**src/pkg/icb_pkg.sv**
```systemverilog
// Purpose: Shared constants and types of the inertial control register bank
// Assumes: 7-bit register address space, 8-bit registers
// Notes: Data pair and output regions sit at addresses of this block's own layout
package icb_pkg;

   // ---------------------------------------------------------------
   // Address map
   // ---------------------------------------------------------------
   localparam int ADDR_W = 7;
   localparam logic [6:0] ADDR_IFACE_RESET = 7'h12;
   localparam logic [6:0] ADDR_IRQ_ROUTE = 7'h13;
   localparam logic [6:0] ADDR_POWER_WRAP = 7'h14;
   localparam logic [6:0] ADDR_TRIG_OFS = 7'h15;
   localparam logic [6:0] ADDR_GYRO_FIRST = 7'h22;
   localparam logic [6:0] ADDR_GYRO_LAST = 7'h27;
   localparam logic [6:0] ADDR_ACC_FIRST = 7'h28;
   localparam logic [6:0] ADDR_ACC_LAST = 7'h2d;
   localparam logic [6:0] ADDR_DATA_LO = 7'h22;
   localparam logic [6:0] ADDR_DATA_HI = 7'h23;

   // ---------------------------------------------------------------
   // Reset values and storable bits
   // ---------------------------------------------------------------
   localparam logic [7:0] RST_IFACE_RESET = 8'h04;
   localparam logic [7:0] RST_IRQ_ROUTE = 8'h00;
   localparam logic [7:0] RST_POWER_WRAP = 8'h00;
   localparam logic [7:0] RST_TRIG_OFS = 8'h00;
   localparam logic [7:0] MASK_IFACE_RESET = 8'h7c;
   localparam logic [7:0] MASK_IRQ_ROUTE = 8'h6e;
   localparam logic [7:0] MASK_POWER_WRAP = 8'hef;
   localparam logic [7:0] MASK_TRIG_OFS = 8'hff;

   // ---------------------------------------------------------------
   // Field positions
   // ---------------------------------------------------------------
   localparam int BIT_RELOAD = 7;
   localparam int BIT_HOLD = 6;
   localparam int BIT_POL = 5;
   localparam int BIT_DRV = 4;
   localparam int BIT_SIM = 3;
   localparam int BIT_INC = 2;
   localparam int BIT_SWRST = 0;
   localparam int BIT_SLEEP_G = 6;
   localparam int BIT_MERGE = 5;
   localparam int BIT_HIDE = 3;
   localparam int BIT_I2C_OFF = 2;
   localparam int BIT_LPF1 = 1;
   localparam int BIT_ULP = 7;
   localparam int WRAP_LSB = 5;
   localparam int GST_LSB = 2;
   localparam int AST_LSB = 0;
   localparam int BIT_EDGE = 7;
   localparam int BIT_LEVEL = 6;
   localparam int BIT_LATCH = 5;
   localparam int BIT_HP_OFF = 4;
   localparam int BIT_OFS_W = 3;
   localparam int BW_LSB = 0;

   // ---------------------------------------------------------------
   // Encodings and timing
   // ---------------------------------------------------------------
   localparam logic [1:0] WRAP_ACC = 2'h1;
   localparam logic [1:0] WRAP_GYRO = 2'h2;
   localparam logic [1:0] WRAP_BOTH = 2'h3;
   localparam logic [1:0] GST_BAD = 2'h2;
   localparam logic [1:0] AST_BAD = 2'h3;
   localparam int DEF_RELOAD_CYCLES = 16;

   typedef enum logic [2:0] {TRIG_NONE, TRIG_EDGE, TRIG_LEVEL, TRIG_LATCHED, TRIG_LEVEL_FIFO} icb_trig_mode_t;
   typedef enum logic {BOOT_IDLE, BOOT_BUSY} icb_boot_state_t;

endpackage : icb_pkg

```
**src/pkg/icb_cfg_if.sv**
```systemverilog
// Purpose: Configuration carried from the register bank to its helpers
// Assumes: All members are registered in the bank
// Notes: One producer, two consumer views
`timescale 1ns/1ps
`default_nettype none
interface icb_cfg_if;
   logic irq_pol;
   logic irq_od;
   logic auto_inc;
   logic [1:0] wrap_sel;
   modport ctrl (output irq_pol, output irq_od, output auto_inc, output wrap_sel);
   modport pin (input irq_pol, input irq_od);
   modport ptr (input auto_inc, input wrap_sel);
endinterface : icb_cfg_if
`default_nettype wire

```
**src/rtl/icb_addr_ptr.sv**
```systemverilog
// Purpose: Register address pointer for multi-byte serial accesses
// Assumes: start and step are single-cycle strobes
// Notes: Wrap regions follow the burst wrap field
`timescale 1ns/1ps
`default_nettype none
module icb_addr_ptr (
   input wire logic clk,
   input wire logic rst_n,
   input wire logic start,
   input wire logic [6:0] start_addr,
   input wire logic step,
   icb_cfg_if.ptr cfg,
   output logic [6:0] cur_addr
);
   logic [6:0] addr_reg;
   logic [6:0] addr_next;

   assign cur_addr = start ? start_addr : addr_reg;

   always_comb begin
      addr_next = cur_addr + 7'h01;
      if (cfg.wrap_sel == icb_pkg::WRAP_BOTH && cur_addr == icb_pkg::ADDR_ACC_LAST) begin
         addr_next = icb_pkg::ADDR_GYRO_FIRST; // [RQ14]
      end else if (cfg.wrap_sel == icb_pkg::WRAP_ACC && cur_addr == icb_pkg::ADDR_ACC_LAST) begin
         addr_next = icb_pkg::ADDR_ACC_FIRST; // [RQ14]
      end else if (cfg.wrap_sel == icb_pkg::WRAP_GYRO && cur_addr == icb_pkg::ADDR_GYRO_LAST) begin
         addr_next = icb_pkg::ADDR_GYRO_FIRST; // [RQ14]
      end
   end

   always_ff @(posedge clk or negedge rst_n) begin
      if (!rst_n) begin
         addr_reg <= 7'h00;
      end else if (step && cfg.auto_inc) begin
         addr_reg <= addr_next; // [RQ6]
      end else if (start) begin
         addr_reg <= start_addr;
      end
   end
endmodule : icb_addr_ptr
`default_nettype wire

```
**src/rtl/icb_ctrl_bank.sv**
```systemverilog
// Purpose: Four 8-bit control registers of an inertial sensor and their effects
// Assumes: Serial protocol engine outside issues byte strobes on the access port
// Notes: All top outputs are registered
//
// Notes on behaviour
// RQ1: Writing 1 to reload bit starts memory reload; bit self-clears, resets 0.
// RQ2: Update-hold freezes the data pair until both bytes are read.
// RQ3: Polarity bit selects active high (0) or low (1) on both pins.
// RQ4: Drive bit selects push-pull (0) or open-drain (1) on both pins.
// RQ5: Wire mode bit selects 4-wire (0) or 3-wire (1) port; host matches.
// RQ6: Auto-advance bit (reset 1) increments address after each access byte.
// RQ7: Writing 1 to soft reset restores defaults; bit self-clears.
// RQ8: Gyro doze bit puts the angular rate sensor to sleep.
// RQ9: Merge bit ORs all interrupt sources onto the first pin.
// RQ10: Ready-hide masks data-ready until settling, accel and gyro independently.
// RQ11: Two-wire disable bit turns off the I2C port, SPI stays usable.
// RQ12: Gyro first low-pass enabled only while auxiliary SPI is disabled.
// RQ13: Ultra-low-power bit enables accelerometer ultra-low-power mode.
// RQ14: Burst wrap field: none, accel, gyro or both output regions.
// RQ15: Gyro self-test 00 normal, 01 positive, 11 negative; 10 forbidden.
// RQ16: Accel self-test 00 normal, 01 positive, 10 negative; 11 forbidden.
// RQ17: Three bits configure the external data-enable trigger behaviour.
// RQ18: Trigger bits decode 100 edge, 010 level, 011 latched, 110 FIFO.
// RQ19: High-performance disable bit allows accelerometer low-power and normal rates.
// RQ20: Offset weight bit scales user offsets, 2^-10 or 2^-6 g per LSB.
// RQ21: Gyro bandwidth field selects the first low-pass stage bandwidth.
// RQ22: Host writes zero to fixed-zero bits and preserves them.
`timescale 1ns/1ps
`default_nettype none
module icb_ctrl_bank #(
   parameter int RELOAD_CYCLES = icb_pkg::DEF_RELOAD_CYCLES
) (
   // Clock and reset
   input wire logic CLK_IN,
   input wire logic RST_N_IN,
   // Register access port
   input wire logic ACC_START_IN,
   input wire logic [6:0] ACC_ADDR_IN,
   input wire logic ACC_WR_IN,
   input wire logic ACC_RD_IN,
   input wire logic [7:0] ACC_WDATA_IN,
   output logic [7:0] ACC_RDATA_OUT,
   output logic ACC_RVALID_OUT,
   // Sensor side
   input wire logic [15:0] GYRO_DATA_IN,
   input wire logic GYRO_DATA_VALID_IN,
   input wire logic DATA_READY_INDICATION_XL_IN,
   input wire logic DATA_READY_INDICATION_G_IN,
   input wire logic SETTLE_XL_IN,
   input wire logic SETTLE_G_IN,
   input wire logic IRQ_SRC_A_IN,
   input wire logic IRQ_SRC_B_IN,
   input wire logic AUX_SPI_EN_IN,
   // Interrupt pins
   output logic IRQ_A_OUT,
   output logic IRQ_A_OE_OUT,
   output logic IRQ_B_OUT,
   output logic IRQ_B_OE_OUT,
   // Device control
   output logic RELOAD_BUSY_OUT,
   output logic SOFT_RESET_OUT,
   output logic SPI_3WIRE_OUT,
   output logic I2C_PORT_EN_OUT,
   output logic GYRO_SLEEP_OUT,
   output logic GYRO_LPF1_EN_OUT,
   output logic [2:0] GYRO_BW_OUT,
   output logic [1:0] GYRO_ST_OUT,
   output logic [1:0] ACCEL_ST_OUT,
   output logic ACCEL_ULP_OUT,
   output logic ACCEL_HP_OFF_OUT,
   output logic OFFSET_WEIGHT_OUT,
   output logic [2:0] TRIG_MODE_OUT
);

   // ---------------------------------------------------------------
   // Declarations
   // ---------------------------------------------------------------
   localparam int BOOT_BOUND = 40;
   logic [7:0] iface_reg;
   logic [7:0] route_reg;
   logic [7:0] power_reg;
   logic [7:0] trig_reg;
   logic [6:0] cur_addr;
   logic step;
   logic wr_iface;
   logic swrst_req;
   logic boot_req;
   icb_pkg::icb_boot_state_t boot_state;
   logic [15:0] boot_cnt;
   logic [15:0] data_hold_reg;
   logic lo_read_reg;
   logic hi_read_reg;
   logic pair_rd;
   logic data_load;
   logic pin_a_act;
   logic pin_b_act;
   logic data_ready_indication_xl_vis;
   logic data_ready_indication_g_vis;
   icb_cfg_if cfg_bus ();

   assign step = ACC_WR_IN | ACC_RD_IN;
   assign wr_iface = ACC_WR_IN && cur_addr == icb_pkg::ADDR_IFACE_RESET;
   assign swrst_req = wr_iface && ACC_WDATA_IN[icb_pkg::BIT_SWRST];
   assign boot_req = wr_iface && ACC_WDATA_IN[icb_pkg::BIT_RELOAD] && !ACC_WDATA_IN[icb_pkg::BIT_SWRST];

   // ---------------------------------------------------------------
   // Address pointer
   // ---------------------------------------------------------------
   icb_addr_ptr u_ptr (
      .clk(CLK_IN),
      .rst_n(RST_N_IN),
      .start(ACC_START_IN),
      .start_addr(ACC_ADDR_IN),
      .step(step),
      .cfg(cfg_bus.ptr),
      .cur_addr(cur_addr)
   );

   // ---------------------------------------------------------------
   // Control registers
   // ---------------------------------------------------------------
   // Soft reset beats any field written alongside it
   always_ff @(posedge CLK_IN or negedge RST_N_IN) begin
      if (!RST_N_IN) begin
         iface_reg <= icb_pkg::RST_IFACE_RESET;
         route_reg <= icb_pkg::RST_IRQ_ROUTE;
         power_reg <= icb_pkg::RST_POWER_WRAP;
         trig_reg <= icb_pkg::RST_TRIG_OFS;
      end else if (swrst_req) begin
         iface_reg <= icb_pkg::RST_IFACE_RESET; // [RQ7]
         route_reg <= icb_pkg::RST_IRQ_ROUTE; // [RQ7]
         power_reg <= icb_pkg::RST_POWER_WRAP; // [RQ7]
         trig_reg <= icb_pkg::RST_TRIG_OFS; // [RQ7]
      end else if (ACC_WR_IN) begin
         case (cur_addr)
            icb_pkg::ADDR_IFACE_RESET: iface_reg <= ACC_WDATA_IN & icb_pkg::MASK_IFACE_RESET;
            icb_pkg::ADDR_IRQ_ROUTE: route_reg <= ACC_WDATA_IN & icb_pkg::MASK_IRQ_ROUTE;
            icb_pkg::ADDR_POWER_WRAP: power_reg <= ACC_WDATA_IN & icb_pkg::MASK_POWER_WRAP;
            icb_pkg::ADDR_TRIG_OFS: trig_reg <= ACC_WDATA_IN & icb_pkg::MASK_TRIG_OFS;
            default: ;
         endcase
      end
   end

   assign cfg_bus.irq_pol = iface_reg[icb_pkg::BIT_POL];
   assign cfg_bus.irq_od = iface_reg[icb_pkg::BIT_DRV];
   assign cfg_bus.auto_inc = iface_reg[icb_pkg::BIT_INC];
   assign cfg_bus.wrap_sel = power_reg[icb_pkg::WRAP_LSB +: 2];

   // ---------------------------------------------------------------
   // Memory reload sequencer
   // ---------------------------------------------------------------
   // A reload in flight is abandoned by a soft reset
   always_ff @(posedge CLK_IN or negedge RST_N_IN) begin
      if (!RST_N_IN) begin
         boot_state <= icb_pkg::BOOT_IDLE;
         boot_cnt <= 16'h0000;
      end else if (swrst_req) begin
         boot_state <= icb_pkg::BOOT_IDLE;
         boot_cnt <= 16'h0000;
      end else begin
         case (boot_state)
            icb_pkg::BOOT_IDLE: begin
               if (boot_req) begin
                  boot_state <= icb_pkg::BOOT_BUSY; // [RQ1]
                  boot_cnt <= 16'(RELOAD_CYCLES - 1);
               end
            end
            icb_pkg::BOOT_BUSY: begin
               if (boot_cnt == 16'h0000) begin
                  boot_state <= icb_pkg::BOOT_IDLE; // [RQ1]
               end else begin
                  boot_cnt <= boot_cnt - 16'h0001;
               end
            end
            default: boot_state <= icb_pkg::BOOT_IDLE;
         endcase
      end
   end

   // ---------------------------------------------------------------
   // Output data pair with update hold
   // ---------------------------------------------------------------
   // A read of the pair defers a load by one valid strobe so no byte tears
   assign pair_rd = ACC_RD_IN && (cur_addr == icb_pkg::ADDR_DATA_LO || cur_addr == icb_pkg::ADDR_DATA_HI);
   assign data_load = GYRO_DATA_VALID_IN && !pair_rd &&
      (!iface_reg[icb_pkg::BIT_HOLD] || (lo_read_reg && hi_read_reg)); // [RQ2]

   always_ff @(posedge CLK_IN or negedge RST_N_IN) begin
      if (!RST_N_IN) begin
         data_hold_reg <= 16'h0000;
         lo_read_reg <= 1'b1;
         hi_read_reg <= 1'b1;
      end else if (data_load) begin
         data_hold_reg <= GYRO_DATA_IN;
         lo_read_reg <= 1'b0;
         hi_read_reg <= 1'b0;
      end else if (pair_rd) begin
         lo_read_reg <= lo_read_reg | (cur_addr == icb_pkg::ADDR_DATA_LO); // [RQ2]
         hi_read_reg <= hi_read_reg | (cur_addr == icb_pkg::ADDR_DATA_HI); // [RQ2]
      end
   end

   // ---------------------------------------------------------------
   // Read path
   // ---------------------------------------------------------------
   always_ff @(posedge CLK_IN or negedge RST_N_IN) begin
      if (!RST_N_IN) begin
         ACC_RDATA_OUT <= 8'h00;
         ACC_RVALID_OUT <= 1'b0;
      end else begin
         ACC_RVALID_OUT <= ACC_RD_IN;
         if (ACC_RD_IN) begin
            case (cur_addr)
               icb_pkg::ADDR_IFACE_RESET: ACC_RDATA_OUT <= {boot_state == icb_pkg::BOOT_BUSY, iface_reg[6:0]};
               icb_pkg::ADDR_IRQ_ROUTE: ACC_RDATA_OUT <= route_reg;
               icb_pkg::ADDR_POWER_WRAP: ACC_RDATA_OUT <= power_reg;
               icb_pkg::ADDR_TRIG_OFS: ACC_RDATA_OUT <= trig_reg;
               icb_pkg::ADDR_DATA_LO: ACC_RDATA_OUT <= data_hold_reg[7:0];
               icb_pkg::ADDR_DATA_HI: ACC_RDATA_OUT <= data_hold_reg[15:8];
               default: ACC_RDATA_OUT <= 8'h00;
            endcase
         end
      end
   end

   // ---------------------------------------------------------------
   // Interrupt routing
   // ---------------------------------------------------------------
   assign data_ready_indication_xl_vis = DATA_READY_INDICATION_XL_IN && !(route_reg[icb_pkg::BIT_HIDE] && SETTLE_XL_IN); // [RQ10]
   assign data_ready_indication_g_vis = DATA_READY_INDICATION_G_IN && !(route_reg[icb_pkg::BIT_HIDE] && SETTLE_G_IN); // [RQ10]
   assign pin_a_act = IRQ_SRC_A_IN || data_ready_indication_xl_vis ||
      (route_reg[icb_pkg::BIT_MERGE] && (IRQ_SRC_B_IN || data_ready_indication_g_vis)); // [RQ9]
   assign pin_b_act = !route_reg[icb_pkg::BIT_MERGE] && (IRQ_SRC_B_IN || data_ready_indication_g_vis); // [RQ9]

   icb_irq_pin u_pin_a (
      .clk(CLK_IN),
      .rst_n(RST_N_IN),
      .active(pin_a_act),
      .cfg(cfg_bus.pin),
      .pin_out(IRQ_A_OUT),
      .pin_oe(IRQ_A_OE_OUT)
   );

   icb_irq_pin u_pin_b (
      .clk(CLK_IN),
      .rst_n(RST_N_IN),
      .active(pin_b_act),
      .cfg(cfg_bus.pin),
      .pin_out(IRQ_B_OUT),
      .pin_oe(IRQ_B_OE_OUT)
   );

   // ---------------------------------------------------------------
   // Device control outputs
   // ---------------------------------------------------------------
   always_ff @(posedge CLK_IN or negedge RST_N_IN) begin
      if (!RST_N_IN) begin
         RELOAD_BUSY_OUT <= 1'b0;
         SOFT_RESET_OUT <= 1'b0;
      end else begin
         RELOAD_BUSY_OUT <= boot_req || (boot_state == icb_pkg::BOOT_BUSY && boot_cnt != 16'h0000); // [RQ1]
         SOFT_RESET_OUT <= swrst_req; // [RQ7]
      end
   end

   // Forbidden self-test codes fall back to normal operation rather than an undefined stimulus
   always_ff @(posedge CLK_IN or negedge RST_N_IN) begin
      if (!RST_N_IN) begin
         SPI_3WIRE_OUT <= 1'b0;
         I2C_PORT_EN_OUT <= 1'b1;
         GYRO_SLEEP_OUT <= 1'b0;
         GYRO_LPF1_EN_OUT <= 1'b0;
         GYRO_BW_OUT <= 3'h0;
         GYRO_ST_OUT <= 2'h0;
         ACCEL_ST_OUT <= 2'h0;
         ACCEL_ULP_OUT <= 1'b0;
         ACCEL_HP_OFF_OUT <= 1'b0;
         OFFSET_WEIGHT_OUT <= 1'b0;
      end else begin
         SPI_3WIRE_OUT <= iface_reg[icb_pkg::BIT_SIM]; // [RQ5]
         I2C_PORT_EN_OUT <= !route_reg[icb_pkg::BIT_I2C_OFF]; // [RQ11]
         GYRO_SLEEP_OUT <= route_reg[icb_pkg::BIT_SLEEP_G]; // [RQ8]
         GYRO_LPF1_EN_OUT <= route_reg[icb_pkg::BIT_LPF1] && !AUX_SPI_EN_IN; // [RQ12]
         GYRO_BW_OUT <= trig_reg[icb_pkg::BW_LSB +: 3]; // [RQ21]
         GYRO_ST_OUT <= (power_reg[icb_pkg::GST_LSB +: 2] == icb_pkg::GST_BAD) ? 2'h0 :
            power_reg[icb_pkg::GST_LSB +: 2]; // [RQ15]
         ACCEL_ST_OUT <= (power_reg[icb_pkg::AST_LSB +: 2] == icb_pkg::AST_BAD) ? 2'h0 :
            power_reg[icb_pkg::AST_LSB +: 2]; // [RQ16]
         ACCEL_ULP_OUT <= power_reg[icb_pkg::BIT_ULP]; // [RQ13]
         ACCEL_HP_OFF_OUT <= trig_reg[icb_pkg::BIT_HP_OFF]; // [RQ19]
         OFFSET_WEIGHT_OUT <= trig_reg[icb_pkg::BIT_OFS_W]; // [RQ20]
      end
   end

   always_ff @(posedge CLK_IN or negedge RST_N_IN) begin
      if (!RST_N_IN) begin
         TRIG_MODE_OUT <= 3'(icb_pkg::TRIG_NONE);
      end else begin
         case (trig_reg[icb_pkg::BIT_LATCH +: 3]) // [RQ17]
            3'h4: TRIG_MODE_OUT <= 3'(icb_pkg::TRIG_EDGE); // [RQ18]
            3'h2: TRIG_MODE_OUT <= 3'(icb_pkg::TRIG_LEVEL); // [RQ18]
            3'h3: TRIG_MODE_OUT <= 3'(icb_pkg::TRIG_LATCHED); // [RQ18]
            3'h6: TRIG_MODE_OUT <= 3'(icb_pkg::TRIG_LEVEL_FIFO); // [RQ18]
            default: TRIG_MODE_OUT <= 3'(icb_pkg::TRIG_NONE);
         endcase
      end
   end
endmodule : icb_ctrl_bank
`default_nettype wire

```
**src/rtl/icb_irq_pin.sv**
```systemverilog
// Purpose: Drives one interrupt pin with selectable level and drive type
// Assumes: active is a synchronous level
// Notes: Open drain only ever pulls low; the board pull-up makes the high
`timescale 1ns/1ps
`default_nettype none
module icb_irq_pin (
   input wire logic clk,
   input wire logic rst_n,
   input wire logic active,
   icb_cfg_if.pin cfg,
   output logic pin_out,
   output logic pin_oe
);
   logic level;

   assign level = active ^ cfg.irq_pol; // [RQ3]

   always_ff @(posedge clk or negedge rst_n) begin
      if (!rst_n) begin
         pin_out <= 1'b0;
         pin_oe <= 1'b1;
      end else if (cfg.irq_od) begin
         pin_out <= 1'b0; // [RQ4]
         pin_oe <= ~level;
      end else begin
         pin_out <= level; // [RQ4]
         pin_oe <= 1'b1;
      end
   end
endmodule : icb_irq_pin
`default_nettype wire

```
**config.mk**
```make
export PLATFORM = sky130hd
export DESIGN_NAME = icb_ctrl_bank
export DESIGN_NICKNAME = d
export VERILOG_FILES = /design/src/pkg/icb_pkg.sv /design/src/pkg/icb_cfg_if.sv /design/src/rtl/icb_addr_ptr.sv /design/src/rtl/icb_ctrl_bank.sv /design/src/rtl/icb_irq_pin.sv
export SDC_FILE = /design/constraint.sdc
export NUM_CORES = 1
export LEC_CHECK = 0
export BUFFER_PORTS_ARGS = -buffer_cell sky130_fd_sc_hd__buf_2
export CAP_MARGIN = 25
export CORE_MARGIN = 1.5
export CORE_UTILIZATION = 58
export CTS_BUF_LIST = sky130_fd_sc_hd__clkbuf_8
export CTS_CLUSTER_SIZE = 10
export DETAILED_ROUTE_END_ITERATION = 16
export PLACE_DENSITY = 0.79
export SETUP_SLACK_MARGIN = 0.02
export SYNTH_ARGS = -nofsm -noshare
export SYNTH_HDL_FRONTEND = slang
export SYNTH_HIERARCHICAL = 1
export SYNTH_SLANG_ARGS = --single-unit
```
**constraint.sdc**
```tcl
create_clock -name CLK_IN -period 2.9 [get_ports CLK_IN]
set_clock_uncertainty 0.2 [all_clocks]
set_input_delay 0.29 -clock CLK_IN [delete_from_list [all_inputs] [get_ports CLK_IN]]
set_output_delay 0.29 -clock CLK_IN [all_outputs]
set_load 0.01 [all_outputs]
```
; Word-level counts from Yosys, hierarchy flattened
; Index checks and enable logic that the tools add are counted.
[op_classes]
mux = 37
n_addsub = 2
n_reduce_logical = 47
n_bitwise = 8
n_eq_ne = 19
[op_table]
columns = operator, count
row1 = 2-to-1 mux 8 bit, 9
row2 = 2-to-1 mux 7 bit, 8
row3 = 2-to-1 mux 16 bit, 3
row4 = case mux 8 bit (6 select lines), 1
row5 = case mux 16 bit (2 select lines), 1
row6 = "equality test 7 x 5 -> 1 bit, second input constant", 4
row7 = "equality test 7 x 6 -> 1 bit, second input constant", 4
row8 = logical AND 1 bit, 20
row9 = logical NOT 16 bit, 1
row10 = nonzero test 16 bit, 1
row11 = "subtractor 16 x 1 -> 16 bit, second input constant", 1
row12 = case mux 3 bit (4 select lines), 1
row13 = nonzero test 2 bit, 6
row14 = 2-to-1 mux 1 bit, 11
row15 = AND reduction 2 bit, 5
row16 = "equality test 2 bit, second input constant", 4
row17 = logical NOT 1 bit, 8
row18 = "adder 7 x 1 -> 7 bit, second input constant", 1
row19 = "equality test 3 x 2 -> 1 bit, second input constant", 2
row20 = "equality test 3 bit, second input constant", 2
row21 = logical OR 1 bit, 6
row22 = "!= test 3 bit, second input constant", 2
row23 = 2-to-1 mux 2 bit, 2
row24 = inverter 1 bit, 3
row25 = other kinds (4), 7
[totals]
regBits = 105
out_inout_bits = 32
input_bits = 44
word_cells = 142

; Logic depth before layout (Yosys ltp)
; Gate-level depths: netlist of run 1.
[logic_depth]
word_depth = 9
ltp_mapped = 9
mapped_depth_nobuf = 8

; By module
; The synthesis of run 1 kept the hierarchy.
[modules_own_cells]
columns = module, area_each_um2, seq_area_each_um2, cells_each, n_inst
row1 = icb_ctrl_bank, 3930.0, 2207.1, 345, 1
row2 = icb_addr_ptr, 575.6, 175.2, 58, 1
row3 = icb_irq_pin, 72.6, 51.3, 5, 2

; Least setup slack after synthesis of run 1
; OpenSTA, ideal clock, no wires.
[synth_timing]
path_kind = input to register
start = input port ACC_START_IN
end = register data_hold_reg[10]
t_required_ps = 2575
setup_time_ps = 125
arrival_time_ps = 2159
stages = 7
slack_ps = 416
cell_sequence = buf_6 mux2_2 or4b_4 nor3b_4 a21oi_2 buf_6 mux2_4
[synth_via]
elab_chain_cells = 7
[synth_lines]
columns = element, line_no
row1 = start: declaration, icb_ctrl_bank.sv:37  ; input wire logic ACC_START_IN,
row2 = 2-to-1 mux 7 bit (*), -
row3 = via cur_addr[6], icb_ctrl_bank.sv:83  ; logic [6:0] cur_addr;
row4 = equality test 7 x 6 -> 1 bit, icb_ctrl_bank.sv:185  ; assign pair_rd = ACC_RD_IN && (cur_addr == icb_pkg::ADDR_DATA_LO || cur_addr == icb_pkg::ADDR_DATA_HI);
row5 = logical OR 1 bit (*), icb_ctrl_bank.sv:185
row6 = logical AND 1 bit (*), icb_ctrl_bank.sv:185
row7 = logical NOT 1 bit (*), icb_ctrl_bank.sv:186  ; assign data_load = GYRO_DATA_VALID_IN && !pair_rd &&
row8 = logical AND 1 bit (*) (2 in a row), icb_ctrl_bank.sv:186
row9 = end signal: assignment, icb_ctrl_bank.sv:191  ; data_hold_reg <= 16'h0000;
row10 = end signal: assignment, icb_ctrl_bank.sv:195  ; data_hold_reg <= GYRO_DATA_IN;
row11 = end: declaration, icb_ctrl_bank.sv:90  ; logic [15:0] data_hold_reg;
; Mark *: on every way through the listed nets, which the timed path passes. The rest lies on a longest branch.
; A chain may end at the register's enable or synchronous reset.

; Final worst setup path of run 1
[layout_timing]
start = register u_ptr.addr_reg[2]
end = register ACC_RDATA_OUT[7]
[layout_via]
elab_chain_cells = 3
[layout_lines]
columns = element, line_no
row1 = start: declaration, icb_addr_ptr.sv:15  ; logic [6:0] addr_reg;
row2 = start signal: assignment, icb_addr_ptr.sv:35  ; addr_reg <= addr_next;
row3 = start signal: assignment, icb_addr_ptr.sv:37  ; addr_reg <= start_addr;
row4 = 2-to-1 mux 7 bit (*), -
row5 = via cur_addr[2], icb_ctrl_bank.sv:83
row6 = equality test 7 x 6 -> 1 bit or equality test 7 x 5 -> 1 bit (tied branches), icb_ctrl_bank.sv:214  ; case (cur_addr)
row7 = case mux 8 bit (6 select lines) (*), icb_ctrl_bank.sv:214
row8 = end signal: assignment, icb_ctrl_bank.sv:215  ; icb_pkg::ADDR_IFACE_RESET: ACC_RDATA_OUT <= {boot_state == icb_pkg::BOOT_BUSY, iface_reg[6:0]};
row9 = end signal: assignment, icb_ctrl_bank.sv:216  ; icb_pkg::ADDR_IRQ_ROUTE: ACC_RDATA_OUT <= route_reg;
row10 = end signal: assignment, icb_ctrl_bank.sv:217  ; icb_pkg::ADDR_POWER_WRAP: ACC_RDATA_OUT <= power_reg;
row11 = end: declaration, icb_ctrl_bank.sv:42  ; output logic [7:0] ACC_RDATA_OUT,
; Marks and branches as above.

==> results of run 1 <==
-- worst max-delay path: cells and delay by family (launching register included) --
family          cells  cell delay (ns)
mux                 1             0.26
flops               1             0.44
buf+inv             2             0.41
simple gates        2             0.80
compound gates      3             0.49
-- cells by family (layout without fill, tap and decap cells) --
family / count (synthesis) / in the layout / synth area share, %
adder cells (fa/ha/maj): 3 / 3 / 0.807
AO/OA/AOI/OAI: 96 / 96 / 15.3
XOR/XNOR: 5 / 5 / 0.942
flip-flops: 99 / 99 / 53.4
AND/OR/NAND/NOR: 131 / 131 / 15.3
buffers and inverters: 35 / 147 / 3.61
multiplexers: 44 / 44 / 10.6
-- power breakdown --
part	internal, mW	total [mW]	switching [mW]
Clock	0.421	0.943	0.522
Combinational	0.517	1.23	0.710
Sequential	1.64	1.89	0.250
-- worst max-delay path by stage --
stage	slack [ns]	endpoint	depth (start not counted)	from
finish	0.20	ACC_RDATA_OUT[7]	8	u_ptr/addr_reg[2]
global route	0.07	ACC_RDATA_OUT[4]	7	u_ptr/addr_reg[2]
CTS	0.22	ACC_RDATA_OUT[7]	8	u_ptr/addr_reg[2]
detailed placement	0.04	ACC_RDATA_OUT[4]	8	ACC_START_IN
global placement	0.15	data_hold_reg[7]	7	ACC_START_IN
floorplan	0.42	data_hold_reg[10]	7	ACC_START_IN
-- area by class of cell --
| type | instances | share of cell area (%) |
|---|---|---|
| sequential | 99 | 44.1 |
| multi-input combinational | 279 | 35.4 |
| clock inverter | 7 | 1.62 |
| inverter | 18 | 1.20 |
| timing repair buffer | 113 | 13.2 |
| clock buffer | 9 | 2.20 |
| tap | 102 | 2.26 |
-- cell usage in the layout, fill, tap and decap left out, types with 3 or more instances in the layout --
| master | n |
|---|---|
| dfrtp_1 | 93 |
| buf_2 | 74 |
| nand2_1 | 36 |
| nor2_1 | 35 |
| mux2i_1 | 25 |
| dlygate4sd3_1 | 21 |
| o21ai_0 | 19 |
| inv_1 | 18 |
| buf_4 | 15 |
| a21oi_1 | 11 |
| mux2_2 | 11 |
| o21ai_1 | 10 |
| nand2b_1 | 9 |
| clkbuf_8 | 9 |
| nand3_1 | 8 |
| mux2_4 | 8 |
| a222oi_1 | 8 |
| a31oi_1 | 7 |
| dfstp_2 | 6 |
| nor2b_1 | 6 |
| nor3_1 | 6 |
| a221oi_1 | 6 |
| or3_1 | 4 |
| o221ai_1 | 4 |
| a211oi_1 | 3 |
| o31ai_1 | 3 |
| nand4_1 | 3 |
| xnor2_1 | 3 |
| ha_1 | 3 |
| inv_6 | 3 |
-- metal layers --
metal	up-vias	share of wire, %	GRT usage, %
met2	185	49	43.8
li1	1711	-	-
met4	0	2.3	12.4
met3	22	7.4	4.43
met5	-	0	0
met1	1837	42	37.3
-- metrics by stage --
step,setup WS (ns),std cells
after floorplan,0.416,413
after global placement,0.150,589
after detailed placement,0.0415,590
after CTS,0.224,627
after global routing,0.0733,627
final,0.196,627
-- repair_timing --
action                                 in CTS  in global routing
buffers inserted                            0                  0
hold buffers                               21                  0
resized for setup                           0                  0
endpoints found under the hold margin      62                  0
==> flow_summary.ini, run 1 <==
[status]
status = finished, final reports clean

[cts]
insertion_delay_ns = 0.37
numCtsBuffers = 9
cts_root_buffer = clkbuf_8
cts_buffer_depth = 2
htree_levels = 3
cts_tree = yes
numClockSinks = 99
path_clk_slew_ns = 0.11

[hold_path]
hold-path-cell-count = 3
min_to = trig_reg[2]
hold_path_class = input port to flop
min_from = ACC_WDATA_IN[2]

[setup_path]
crit_required_ns = 2.97
critical_path_class = flop to flop
critPathMaxFanout = 19
r2r_cells = 8
critPathMaxStageDelay_ns = 0.57
cp.arrival_ns = 2.78
regToRegSetupSlack_ns = 0.20
critPathSlowestCell = or4b_4
r2r-start = u_ptr/addr_reg[2]
start_kind = flop
endpoint_kind = flop
r2r-end = ACC_RDATA_OUT[7]
cp_cell_sequence = mux2i_1 > inv_1 > or4b_4 > nor3b_4 > buf_4 > a22o_1 > a211oi_1 > o32ai_2

[logic_synthesis]
synth-seq-area-share_pct = 53.4
synth_common_cells = 93 x dfrtp_1, 36 x nand2_1, 35 x nor2_1
synth.area.top_cells = dfrtp_1 50%, mux2i_1 5.4%, dfstp_2 3.4%
synth-edff-count = 0
syn_area_mm2 = 0.00465
synth_cell_types = 71
synthCells = 413
async_flop_share_pct = 100
yosysMostFrequentCell = dfrtp_1
synth.avg_cell_area_um2 = 11.3
synth_ff_type = dfrtp_1
yosysWarnings = 6
yosysTopAreaCellShare_pct = 50.0
syn-num-nets = 460
yosys_register_bits = 99
synth_area_leader_cell = dfrtp_1

[grt]
antenna_found_initial = 0
grt_usage_pct = 27.5
overflow = 0
grt_pass1_wl_mm = 18.0
grt_max_degree = 57
first_global_vias = 3612

[finish]
regArea_mm2 = 0.00248
final_area_mm2 = 0.00564
drive_gt1_share_pct = 29.5
nets = 567
utilization_pct = 73.0
fill_cells = 522
antenna_cells = 0
multi_input_area_mm2 = 0.00200
syn_to_final_growth_pct = 21.2

[floorplanning]
core_mm2 = 0.00773
die_x_um = 92.5
ioPinCount = 76
die_h_um = 92.5
rows = 32
die_area_mm2 = 0.00856
start_util_pct = 60.2

[drt]
wl_per_cell_um = 17.6
drtIter0Drc = 302
ant_nets = 0
vias_per_cell = 5.99
num_vias = 3755
drtPass1Iterations = 5
wirelength_mm = 11.0
drc_errors = 0

[timing]
setup_viol = 0
hold_viol_final = 0
post-route-period-util_pct = 93.2
fmax_ghz = 0.370
worst_pin_slew_ns = 0.666
fin_setup_tns_ns = 0
whs_ns = 0.0189
min_period_ns = 2.70
grt_setup_unrepaired = no
slew_headroom_pct = 55.6
slew_viol_final = 0

[power_and_ir_drop]
power_density_mw_per_mm2 = 721
p_leak_nw = 2.74
ir_drop_uv = 567
finalPower_mw = 4.06

[placement]
place_area_mm2 = 0.00521
hpwl_mm = 7.78
numPortBuffers = 75
gp_congestion = 0.879

[flow_run]
cap_violations = 0
No activity file was read; power rests on OpenSTA's default activity.
==> inputs of run 2 (changes only) <==
--- a/config.mk
+++ b/config.mk
@@ -8,11 +8,11 @@
 export BUFFER_PORTS_ARGS = -buffer_cell sky130_fd_sc_hd__buf_2
 export CAP_MARGIN = 25
 export CORE_MARGIN = 1.5
-export CORE_UTILIZATION = 58
+export CORE_UTILIZATION = 35
 export CTS_BUF_LIST = sky130_fd_sc_hd__clkbuf_8
 export CTS_CLUSTER_SIZE = 10
 export DETAILED_ROUTE_END_ITERATION = 16
-export PLACE_DENSITY = 0.79
+export PLACE_DENSITY = 0.51
 export SETUP_SLACK_MARGIN = 0.02
 export SYNTH_ARGS = -nofsm -noshare
 export SYNTH_HDL_FRONTEND = slang
==> run 2 against run 1 <==
Against the previous run: total power is 3.3% lower; combinational power hardly changed; core utilization is 28 points lower; register-to-register slack worse by 0.05 ns; fmax is 1.8% lower; highest routed layer unchanged.
==> flow_summary.ini, run 2 (same netlist as run 1, synthesis figures left out) <==
[status]
status = finished, final reports clean

[timing]
grt_setup_unrepaired = no
fmax_ghz = 0.363
layout_setup_ws_ns = 0.148
slew_headroom_pct = 46.8
min_period_ns = 2.75
fin_setup_tns_ns = 0
post-route-period-util_pct = 94.9
worst_pin_slew_ns = 0.791
slew_viol_final = 0
setup_viol = 0
hold_viol_final = 0
whs_ns = 0.0309

[power_and_ir_drop]
power_density_mw_per_mm2 = 682
ir_drop_uv = 227
finalPower_mw = 3.93
p_leak_nw = 2.78

[setup_path]
critical_path_class = flop to flop
cp_top_family = simple AND/OR/NAND/NOR gates
endpoint_kind = flop
critPathMaxStageDelay_ns = 0.57
critPathSlowestCell = or4b_4
start_kind = flop
critPathMaxFanout = 10
crit_required_ns = 3.00
cp_cell_sequence = mux2i_1 > inv_1 > or4b_4 > nor3b_4 > buf_4 > a22o_1 > a211oi_1 > o32ai_2
critPathBufInv = 2
cp.arrival_ns = 2.85

[grt]
first_global_vias = 3676
overflow = 0
antenna_found_initial = 0
grt_usage_pct = 17.5
grt_max_degree = 56
grt_pass1_wl_mm = 19.2

[floorplanning]
start_util_pct = 36.4
ioPinCount = 76
core_mm2 = 0.0128
die_area_mm2 = 0.0140
die_h_um = 118
rows = 41
die_x_um = 118

[hold_path]
hold_path_class = input port to flop

[placement]
gp_congestion = 0.829
pre_cts_slack_ns = 0.104
placedCellCount = 666
hpwl_mm = 8.50
numPortBuffers = 75

[finish]
nets = 577
multi_input_area_mm2 = 0.00200
stdcell_count = 706
mostFrequentLayoutCell = dfrtp_1
syn_to_final_growth_pct = 23.8
drive_gt1_share_pct = 29.8
antenna_cells = 0
regArea_mm2 = 0.00248
fill_cells = 1218
final_cell_mix = 93 x dfrtp_1, 74 x buf_2, 36 x nand2_1

[cts]
post_cts_buffers = 0
insertion_delay_ns = 0.39
numCtsBuffers = 9
htree_levels = 3
cts_tree = yes
path_clk_slew_ns = 0.10
numClockSinks = 99
cts_root_buffer = clkbuf_8
cts_buffer_depth = 2

[drt]
wirelength_mm = 11.7
drtIter0Drc = 195
wl_per_cell_um = 16.6
drc_errors = 0
vias_per_cell = 5.17
ant_nets = 0
num_vias = 3649
drtPass1Iterations = 5

[flow_run]
cap_violations = 0
## run 2: area by class of cell
cell class / instances / share of cell area, %
Timing Repair Buffer: 123 / 14.3
Tap cell: 172 / 3.74
Sequential cell: 99 / 43.2
Clock inverter: 6 / 0.696
Multi-Input combinational cell: 279 / 34.7
Clock buffer: 9 / 2.15
Inverter: 18 / 1.17
## run 2: path summary, 6_finish.rpt
check	startpoint	slack, ns	end	cells past startpoint
min in group asynchronous	RST_N_IN	0.23	data_hold_reg[1]	2
max in group asynchronous	RST_N_IN	1.54	u_pin_b/pin_oe	3
setup / recovery	u_ptr/addr_reg[2]	0.15	ACC_RDATA_OUT[7]	8
setup reg to reg	u_ptr/addr_reg[2]	0.15	ACC_RDATA_OUT[7]	8
hold reg to reg	trig_reg[3]	0.22	OFFSET_WEIGHT_OUT	0
hold / removal	ACC_WDATA_IN[0]	0.03	iface_reg[2]	3
## run 2: layer usage
metal,track usage [%],up-vias,part of all wire [%]
li1,-,1738,-
met1,23.6,1811,47
met2,27.9,88,47
met3,3.57,12,4.2
met4,6.33,0,1.6
met5,0,-,0
## run 2: timing repair
item                                    in CTS  in global routing
endpoints found under the setup margin       0                  0
endpoints found under the hold margin       71                  0
hold buffers                                25                  0
gates resized for setup                      0                  0
## run 2: power breakdown
part	leakage (nW)	internal [mW]	switching (mW)
clock	0.0910	0.309	0.499
sequential	1.27	1.64	0.237
combinational	1.41	0.521	0.718
## run 2: metrics by stage
step / util (%) / instance area (µm²)
2_1_floorplan: - / 4650
3_3_place_gp: 41.8 / 5340
3_5_place_dp: 41.8 / 5340
4_1_cts: 45.1 / 5760
5_1_grt: 45.1 / 5760
6_report: 45.1 / 5760
## run 2: worst register-to-register path, delay by kind of cell (launching register included)
kind	cells	cell delay, ns
AND/OR/NAND/NOR	2	0.93
AO/OA/AOI/OAI	3	0.44
flip-flops	1	0.43
buffers and inverters	2	0.40
multiplexers	1	0.28
